$ cat src/inc/lpwm_pkg.sv
// package of constants and carrier types for the led pwm grayscale dimming core
package lpwm_pkg;
   // ----------------------------------------------------------------
   // sizes
   // ----------------------------------------------------------------
   localparam int unsigned NUM_GROUPS    = 3;
   localparam int unsigned CH_PER_GROUP  = 8;
   localparam int unsigned NUM_CH        = 24;
   localparam int unsigned LEVEL_W       = 12;
   localparam int unsigned TRIM_W        = 7;
   localparam int unsigned BRIGHT_W      = 8;
   // ----------------------------------------------------------------
   // group indices and reset values
   // ----------------------------------------------------------------
   localparam int unsigned GRP_RED       = 0;
   localparam int unsigned GRP_GREEN     = 1;
   localparam int unsigned GRP_BLUE      = 2;
   localparam logic [11:0] COUNT_RST     = 12'h000;
   localparam logic [11:0] COUNT_FIRST   = 12'h001;
   localparam logic [11:0] LEVEL_RST     = 12'h000;
   localparam logic [6:0]  TRIM_RST      = 7'h00;
   localparam logic [6:0]  TRIM_MAX      = 7'h7F;
   localparam logic [7:0]  BRIGHT_RST    = 8'h00;
   localparam logic [7:0]  BRIGHT_MAX    = 8'hFF;
   localparam logic        RANGE_HIGH    = 1'b1;
   localparam logic        RANGE_RST     = 1'b1;

   typedef enum logic [1:0] {
      LPWM_ST_BLANK = 2'b00,
      LPWM_ST_RUN   = 2'b01
   } lpwm_state_t;

   // per-channel drive handed to the analog sink
   typedef struct packed {
      logic        on;
      logic [6:0]  trim;
      logic        range_high;
      logic [7:0]  bright;
   } lpwm_sink_t;
endpackage

$ cat src/hdl/lpwm_group.sv
// one colour group: pwm counter and eight channel comparators
`timescale 1ns/10ps
module lpwm_group #(
   parameter int unsigned CH  = 8,
   parameter int unsigned LW  = 12
) (
   input  wire logic               pclk,
   input  wire logic               presetn,
   input  wire logic               blank_n_input,
   input  wire logic               group_pwm_clock,
   input  wire logic [CH*LW-1:0]   pwm_level,
   output logic      [LW-1:0]      count_q,
   output logic      [CH-1:0]      on_q
);
   initial begin
      if (CH < 1 || LW < 2) begin
         $error("lpwm_group: unsupported size");
      end
   end

   logic              clk_prev_q;
   logic              blank_prev_q;
   logic              rise;
   logic [LW-1:0]     count_d;

   // ----------------------------------------------------------------
   // edge detection of the group clock and blank
   // ----------------------------------------------------------------
   always_ff @(posedge pclk or negedge presetn) begin
      if (!presetn) begin
         clk_prev_q   <= 1'b0;
         blank_prev_q <= 1'b0;
      end else begin
         clk_prev_q   <= group_pwm_clock;
         blank_prev_q <= blank_n_input;
      end
   end

   assign rise = group_pwm_clock & ~clk_prev_q;

   // ----------------------------------------------------------------
   // counter
   // ----------------------------------------------------------------
   always_comb begin
      count_d = count_q;
      if (!blank_n_input || blank_prev_q && !blank_n_input) begin
         count_d = lpwm_pkg::COUNT_RST[LW-1:0];
      end else if (rise) begin
         count_d = count_q + 1'b1;
      end
   end

   always_ff @(posedge pclk or negedge presetn) begin
      if (!presetn) begin
         count_q <= lpwm_pkg::COUNT_RST[LW-1:0];
      end else begin
         count_q <= count_d;
      end
   end

   // ----------------------------------------------------------------
   // comparators: on while 0 < count <= level
   // ----------------------------------------------------------------
   for (genvar c = 0; c < CH; c++) begin : g_ch
      always_ff @(posedge pclk or negedge presetn) begin
         if (!presetn) begin
            on_q[c] <= 1'b0;
         end else begin
            on_q[c] <= blank_n_input && (count_d != '0)
                       && (count_d <= pwm_level[c*LW +: LW]);
         end
      end
   end
endmodule

$ cat src/hdl/lpwm_core.sv
// top of the led pwm grayscale dimming core with apb register access
//
// Local design decisions: the APB interface to the registers and the placing of the registers.
`timescale 1ns/10ps
// What this block does
// - three 12-bit group counters, one per colour group of eight outputs.
// - each counter steps by one on its own group clock rising edge.
// - blank falling edge clears all three counters to zero together.
// - while blank is low counters stay zero, ignoring group clocks.
// - first group clock edge after blank high gives count one, nonzero outputs on.
// - all outputs off while blank is low, whatever is stored.
// - each channel level is 12 bits, 4096 steps from 0% to 100%.
// - every channel holds its own 7-bit trim code, 128 steps.
// - high range current is one third plus two thirds trim/127, times bright/255.
// - low range current is two thirds trim/127, times bright/255.
// - three range bits in function control pick range per colour group.
// - each group has an 8-bit brightness code, 256 steps, common to its outputs.
// - full current only when on, high range, trim at maximum and brightness at maximum.
// - output on while counter nonzero and not above its level, off once above.
// - level latch strobe updates stored levels at once, even mid-cycle.
module lpwm_core #(
   parameter int unsigned NUM_GROUPS   = 3,
   parameter int unsigned CH_PER_GROUP = 8,
   parameter int unsigned LEVEL_W      = 12,
   parameter int unsigned TRIM_W       = 7,
   parameter int unsigned BRIGHT_W     = 8
) (
   input  wire logic                            pclk,
   input  wire logic                            presetn,
   input  wire logic                            psel,
   input  wire logic                            penable,
   input  wire logic                            pwrite,
   input  wire logic [11:0]                     paddr,
   input  wire logic [31:0]                     pwdata,
   output logic      [31:0]                     prdata,
   output logic                                 pready,
   output logic                                 pslverr,
   input  wire logic                            blank_n_input,
   input  wire logic                            red_group_pwm_clock,
   input  wire logic                            green_group_pwm_clock,
   input  wire logic                            blue_group_pwm_clock,
   input  wire logic                            level_latch_strobe,
   output lpwm_pkg::lpwm_sink_t [23:0]          sink_drive_q
);
   localparam int unsigned NCH = NUM_GROUPS * CH_PER_GROUP;

   // register map: level staging 0x000..0x05C, trim 0x100..0x15C,
   // brightness 0x200..0x208, function control 0x300, counters 0x400..0x408
   localparam logic [11:0] OFS_LEVEL  = 12'h000;
   localparam logic [11:0] OFS_TRIM   = 12'h100;
   localparam logic [11:0] OFS_BRIGHT = 12'h200;
   localparam logic [11:0] OFS_FUNC   = 12'h300;
   localparam logic [11:0] OFS_COUNT  = 12'h400;
   localparam logic [11:0] OFS_STATUS = 12'h500;

   initial begin
      if (NUM_GROUPS != lpwm_pkg::NUM_GROUPS || CH_PER_GROUP != lpwm_pkg::CH_PER_GROUP
          || LEVEL_W != lpwm_pkg::LEVEL_W || TRIM_W != lpwm_pkg::TRIM_W
          || BRIGHT_W != lpwm_pkg::BRIGHT_W) begin
         $error("lpwm_core: sizes must match the sink drive layout");
      end
   end

   logic [LEVEL_W-1:0]          stage_q  [NCH];
   logic [LEVEL_W-1:0]          level_q  [NCH];
   logic [TRIM_W-1:0]           trim_q   [NCH];
   logic [BRIGHT_W-1:0]         bright_q [NUM_GROUPS];
   logic [NUM_GROUPS-1:0]       range_q;
   logic                        strobe_prev_q;
   logic                        strobe_rise;
   logic [NUM_GROUPS*LEVEL_W-1:0]               count_all;
   logic [NUM_GROUPS*CH_PER_GROUP-1:0]          on_all;
   logic [NUM_GROUPS-1:0]                       gclk;
   logic [NCH*LEVEL_W-1:0]                      level_flat;
   logic                        wr_en;
   logic                        rd_en;
   logic [9:0]                  word;
   logic [31:0]                 rdata_d;
   logic                        err_d;

   assign gclk  = {blue_group_pwm_clock, green_group_pwm_clock, red_group_pwm_clock};
   // writes land at the edge where the master samples pready high
   assign wr_en = psel & penable & pwrite & pready;
   assign rd_en = psel & penable & ~pwrite & ~pready;
   assign word  = paddr[11:2];

   // ----------------------------------------------------------------
   // apb handshake: one wait state, answer in the second access cycle
   // ----------------------------------------------------------------
   always_ff @(posedge pclk or negedge presetn) begin
      if (!presetn) begin
         pready  <= 1'b0;
         pslverr <= 1'b0;
         prdata  <= 32'h0000_0000;
      end else begin
         pready  <= psel & penable & ~pready;
         pslverr <= psel & penable & ~pready & err_d;
         prdata  <= rd_en ? rdata_d : 32'h0000_0000;
      end
   end

   // ----------------------------------------------------------------
   // read decode and unmapped detection
   // ----------------------------------------------------------------
   always_comb begin
      rdata_d = 32'h0000_0000;
      err_d   = 1'b0;
      if (paddr[1:0] != 2'b00) begin
         err_d = 1'b1;
      end else if (paddr >= OFS_LEVEL && paddr < OFS_LEVEL + 12'(NCH * 4)) begin
         rdata_d = 32'(stage_q[word[4:0]]);
      end else if (paddr >= OFS_TRIM && paddr < OFS_TRIM + 12'(NCH * 4)) begin
         rdata_d = 32'(trim_q[5'(word - OFS_TRIM[11:2])]);
      end else if (paddr >= OFS_BRIGHT && paddr < OFS_BRIGHT + 12'(NUM_GROUPS * 4)) begin
         rdata_d = 32'(bright_q[2'(word - OFS_BRIGHT[11:2])]);
      end else if (paddr == OFS_FUNC) begin
         rdata_d = 32'(range_q);
      end else if (paddr >= OFS_COUNT && paddr < OFS_COUNT + 12'(NUM_GROUPS * 4)) begin
         rdata_d = 32'(count_all[2'(word - OFS_COUNT[11:2]) * LEVEL_W +: LEVEL_W]);
      end else if (paddr == OFS_STATUS) begin
         rdata_d = {7'h00, blank_n_input, on_all};
      end else begin
         err_d = 1'b1;
      end
   end

   // ----------------------------------------------------------------
   // staging, trim, brightness and function control writes
   // ----------------------------------------------------------------
   for (genvar i = 0; i < NCH; i++) begin : g_chreg
      always_ff @(posedge pclk or negedge presetn) begin
         if (!presetn) begin
            stage_q[i] <= lpwm_pkg::LEVEL_RST;
            trim_q[i]  <= lpwm_pkg::TRIM_RST;
         end else if (wr_en && !err_d) begin
            if (paddr == OFS_LEVEL + 12'(i * 4)) begin
               stage_q[i] <= pwdata[LEVEL_W-1:0];
            end
            if (paddr == OFS_TRIM + 12'(i * 4)) begin
               trim_q[i] <= pwdata[TRIM_W-1:0];
            end
         end
      end
   end

   for (genvar g = 0; g < NUM_GROUPS; g++) begin : g_grpreg
      always_ff @(posedge pclk or negedge presetn) begin
         if (!presetn) begin
            bright_q[g] <= lpwm_pkg::BRIGHT_RST;
            range_q[g]  <= lpwm_pkg::RANGE_RST;
         end else if (wr_en && !err_d) begin
            if (paddr == OFS_BRIGHT + 12'(g * 4)) begin
               bright_q[g] <= pwdata[BRIGHT_W-1:0];
            end
            if (paddr == OFS_FUNC) begin
               range_q[g] <= pwdata[g];
            end
         end
      end
   end

   // ----------------------------------------------------------------
   // level latch: strobe rising edge copies staging into live levels
   // ----------------------------------------------------------------
   always_ff @(posedge pclk or negedge presetn) begin
      if (!presetn) begin
         strobe_prev_q <= 1'b0;
      end else begin
         strobe_prev_q <= level_latch_strobe;
      end
   end

   assign strobe_rise = level_latch_strobe & ~strobe_prev_q;

   for (genvar i = 0; i < NCH; i++) begin : g_level
      always_ff @(posedge pclk or negedge presetn) begin
         if (!presetn) begin
            level_q[i] <= lpwm_pkg::LEVEL_RST;
         end else if (strobe_rise) begin
            level_q[i] <= stage_q[i];
         end
      end
      assign level_flat[i*LEVEL_W +: LEVEL_W] = level_q[i];
   end

   // ----------------------------------------------------------------
   // three independent group counters
   // ----------------------------------------------------------------
   for (genvar g = 0; g < NUM_GROUPS; g++) begin : g_grp
      lpwm_group #(
         .CH (CH_PER_GROUP),
         .LW (LEVEL_W)
      ) u_group (
         .pclk            (pclk),
         .presetn         (presetn),
         .blank_n_input   (blank_n_input),
         .group_pwm_clock (gclk[g]),
         .pwm_level       (level_flat[g*CH_PER_GROUP*LEVEL_W +: CH_PER_GROUP*LEVEL_W]),
         .count_q         (count_all[g*LEVEL_W +: LEVEL_W]),
         .on_q            (on_all[g*CH_PER_GROUP +: CH_PER_GROUP])
      );
   end

   // ----------------------------------------------------------------
   // sink drive: on gated by blank, trim, range, group brightness
   // ----------------------------------------------------------------
   for (genvar i = 0; i < NCH; i++) begin : g_sink
      always_ff @(posedge pclk or negedge presetn) begin
         if (!presetn) begin
            sink_drive_q[i] <= '0;
         end else begin
            sink_drive_q[i].on         <= on_all[i] & blank_n_input;
            sink_drive_q[i].trim       <= trim_q[i];
            sink_drive_q[i].range_high <= range_q[i / CH_PER_GROUP];
            sink_drive_q[i].bright     <= bright_q[i / CH_PER_GROUP];
         end
      end
   end
endmodule

$ cat config.mk
export PLATFORM = sky130hd
export DESIGN_NAME = lpwm_core
export DESIGN_NICKNAME = d
export VERILOG_FILES = /design/src/inc/lpwm_pkg.sv /design/src/hdl/lpwm_group.sv /design/src/hdl/lpwm_core.sv
export SDC_FILE = /design/constraint.sdc
export NUM_CORES = 2
export LEC_CHECK = 0
export BUFFER_PORTS_ARGS = -buffer_cell sky130_fd_sc_hd__buf_2
export CAP_MARGIN = 20
export CORE_ASPECT_RATIO = 1.5
export CORE_MARGIN = 2
export CORE_UTILIZATION = 66
export CTS_BUF_LIST = sky130_fd_sc_hd__clkbuf_2 sky130_fd_sc_hd__clkbuf_4 sky130_fd_sc_hd__clkbuf_8
export CTS_CLUSTER_DIAMETER = 200
export DETAILED_ROUTE_END_ITERATION = 8
export GPL_ROUTABILITY_DRIVEN = 0
export GPL_TIMING_DRIVEN = 0
export PLACE_DENSITY_LB_ADDON = 0.2
export SLEW_MARGIN = 20
export SYNTH_ARGS = -nofsm -noshare
export SYNTH_HDL_FRONTEND = slang
export SYNTH_SLANG_ARGS = --single-unit
$ cat constraint.sdc
create_clock -name pclk -period 9.52 [get_ports pclk]
set_clock_uncertainty 0.2 [all_clocks]
set_input_delay 1.904 -clock pclk [delete_from_list [all_inputs] [get_ports pclk]]
set_output_delay 1.904 -clock pclk [all_outputs]
set_load 0.02 [all_outputs]
==> metrics.md <==
| Metric | Value |
|---|---|
| Main combinational cell family by area after synthesis | `multiplexers` |
| Routed wl met3 | `16.6 mm` |
| Crit-path max FO | `10` |
| Core box area | `77,400 µm²` |
| Initial antenna violation count | `32` |
| Kind of start point of the critical path | `primary input` |
| Adder-cell area share of the yosys netlist | `7.06%` |
| Non-Filler Cell Area, Final | `59,200 µm²` |
| Worst path required time | `10.01 ns` |
| WHS Path Cells | `0` |
| CTS Buffer Depth | `3` |
| Flops & latches, synth | `1,081` |
| Crit path kind | `in2reg` |
| Die Y | `346 µm` |
| Metal2 WL | `81.0 mm` |
| Die ar. | `80,500 µm²` |
| Yosys warnings | `0` |
| Root Buffer | `clkbuf_8` |
| Worst r2r src | `g_grp[2].u_group.count_q[3]` |
| Final Core Density | `76.5%` |
| CP endpoint kind | `flip-flop` |
| Min-delay src | `bright_q[18]` |
| Cts hold-fix bufs | `0` |
| Largest net degree at the start of global routing | `140` |
| Lkg Pwr | `31.0 nW` |
| Total GRT Usage | `43.9%` |
| Share of cells above drive strength 1 | `42.2%` |
| Top post-synthesis cells by area | `dfrtp_1, mux2_2, ha_1, mux4_2, buf_4` |
| Sequential share of the synthesized area | `52.4%` |
| Num CTS Buffers | `157` |
| First-pass GRT wire length | `248 mm` |
| Final Non-Filler Cells | `5,709` |
| Power per cell area | `156 nW/µm²` |
| Post-synth EDFFs | `0` |
| Final net count | `4,897` |
| XOR/XNOR Fraction of Synth Area | `0.509%` |
| DR iter-0 viols | `3,620` |
| CTS H-tree depth | `4` |
| Detailed placement HPWL | `128 mm` |
| R2r endpoint | `g_grp[2].u_group.on_q[4]` |
| Post-synthesis mux area share | `23.3%` |
| Post-cts resize count | `0` |
| RSZ-0062 raised after global routing | `no` |
| DRT Pass-1 Iters | `7` |
| Clk_lat worst skew | `0.89 ns` |
| Area fraction of the dominant cell type after synthesis | `52.3%` |
| Clock sink total | `1,081` |
| Worst Hold Class | `reg2reg` |
| Top layer reached by signal wires | `met5` |
| Status | `finished, final reports clean` |
| Synth Area in Compound Gates | `4.94%` |
| R2R setup slack | `5.09 ns` |
| Slew headroom | `17.3%` |
| Fmax | `170 MHz` |
| Worst VDD drop | `0.132 mV` |
| M1 wire length | `55.7 mm` |
| Worst Hold End | `sink_drive_q[121]` |
| Final TNS setup | `0 ns` |
| Avg Cell Area, Syn | `13.2 µm²` |
| IO Pins | `496` |
| Clk slew on worst S/H paths | `0.07 ns` |
| Yosys top cell by area | `dfrtp_1` |
| Period minus WS final | `5.89 ns` |
| Drt total wl | `173 mm` |
| Total gr overflow | `0` |
| Via density | `6.43` |
| Worst path arrival time | `6.38 ns` |
| Reg2reg path depth | `12` |
| Area Overhead vs Synth | `14.7%` |
| Post-synth ARST share | `100%` |
| Syn Inst Count | `3,904` |
| Cell Area, Synth | `51,600 µm²` |
| ANT nets after route | `0` |
| Yosys cell types | `82` |
| Initial Util | `66.6%` |
| Post-CTS Setup Inserts | `0` |
| # setup viols final | `0` |
| Die width | `232 µm` |
| TritonCTS clock tree | `built` |
| PortBufs | `466` |
| Final period util | `61.9%` |
| Placed insts | `5,409` |
| Maxcap violations | `0` |
| Residual DRC | `0` |
| Drt wl/cell | `30.3 µm` |
| Synth Flop Type | `dfrtp_1` |
| Final hold viol count | `0` |
| Placement Cell Area | `55,700 µm²` |
| Vias | `36,732` |
| Least-Margin Pin Slew | `1.24 ns` |
| Count of pins over their slew limit | `0` |
| Vias in the first global route | `37,158` |
| Row cnt | `125` |
| Total chip power | `9.22 mW` |
| Simple-gate share of the synthesized area | `5.33%` |
-- critical path, cell delays in order --
cell      delay (ns)
clkbuf_1        0.63
inv_1           0.21
clkbuf_1        0.34
clkbuf_1        0.45
nor2_1          1.02
ha_1            0.40
nor2b_1         0.14
o211ai_1        0.18
a21oi_1         0.13
a211o_1         0.34
o22a_1          0.20
nor3_1          0.41
-- final cells by class --
type / count / area [µm²]
Tap cell: 1016 / 1270
Antenna cell: 25 / 62.6
Buffer: 375 / 2270
Multi-Input combinational cell: 2167 / 21300
Clock inverter: 34 / 417
Fill cell: 4848 / 18200
Clock buffer: 241 / 3050
Inverter: 287 / 1080
Timing Repair Buffer: 483 / 2690
Sequential cell: 1081 / 27100
-- cells in the mapped netlist (all sizes together), types with 23 or more instances --
library cell     n
dfrtp         1078
mux2           781
ha             291
inv            285
buf            277
nor2           125
mux4           119
a21oi           98
clkbuf          98
nand2           77
o21ai           75
nand4           56
mux2i           52
nor3            44
a21o            42
and2            42
nor2b           37
a211oi          30
nand3           29
o21a            27
xnor2           23
-- through the flow --
stage               setup WS [ns]  hold WS [ns]
floorplan                    4.92         0.164
global placement           -16.43         0.175
detailed placement           2.94         0.174
CTS                          3.85         0.181
global route                 3.79         0.193
finish                       3.63         0.174
-- metal layers --
metal / vias up / track usage, %
met2: 2309 / 68.5
met3: 891 / 13.7
met1: 18481 / 47.1
met4: 14 / 40.6
li1: 15037 / -
met5: - / 0.429
-- power breakdown --
group | total [mW] | internal [mW] | switching, mW | leakage (nW)
Sequential | 4.63 | 4.61 | 0.0204 | 15.1
Clock | 4.10 | 2.19 | 1.91 | 1.84
Combinational | 0.491 | 0.125 | 0.367 | 14.1
-- sequential cells by signal, summed over array words and instances (netlist names), 24 cells and up --
| register | count |
|---|---|
| prdata | 25 |
| level_flat | 288 |
| trim_q | 168 |
| bright_q | 24 |
| g_grp.u_group.on_q | 24 |
| g_grp.u_group.count_q | 36 |
| sink_drive_q | 219 |
| stage_q | 288 |
-- how the worst max path moves through the flow --
stage | from | end
detailed placement | blank_n_input | g_grp[2].u_group.on_q[4]
global placement | presetn | sink_drive_q[9]
global route | blank_n_input | g_grp[2].u_group.on_q[4]
CTS | blank_n_input | g_grp[2].u_group.on_q[4]
floorplan | red_group_pwm_clock | g_grp[0].u_group.on_q[0]
finish | blank_n_input | g_grp[2].u_group.on_q[4]
-- logic make-up (layout without fill, tap and decap cells) --
group | Yosys count | count (layout)
AO/OA/AOI/OAI | 383 | 383
XOR/XNOR | 30 | 30
adder cells (fa/ha/maj) | 291 | 291
buffers and inverters | 662 | 1420
flip-flops | 1081 | 1081
multiplexers | 952 | 952
other | 1 | 32
AND/OR/NAND/NOR | 504 | 504
-- placed cells by master, fill, tap and decap left out, drive strengths merged, types with 18 or more instances in the layout --
cell type,n
nand3,29
inv,299
mux2i,52
diode,25
nor3,44
clkbuf,340
and2,42
nand2b,19
a211oi,30
o21ai,75
dfrtp,1078
mux2,781
a21oi,98
clkinv,18
nor2,125
a21o,42
ha,291
nor2b,37
mux4,119
o21a,27
nand2,77
nand4,56
xnor2,23
buf,759
Note: power is estimated with default switching activity, not from simulation.
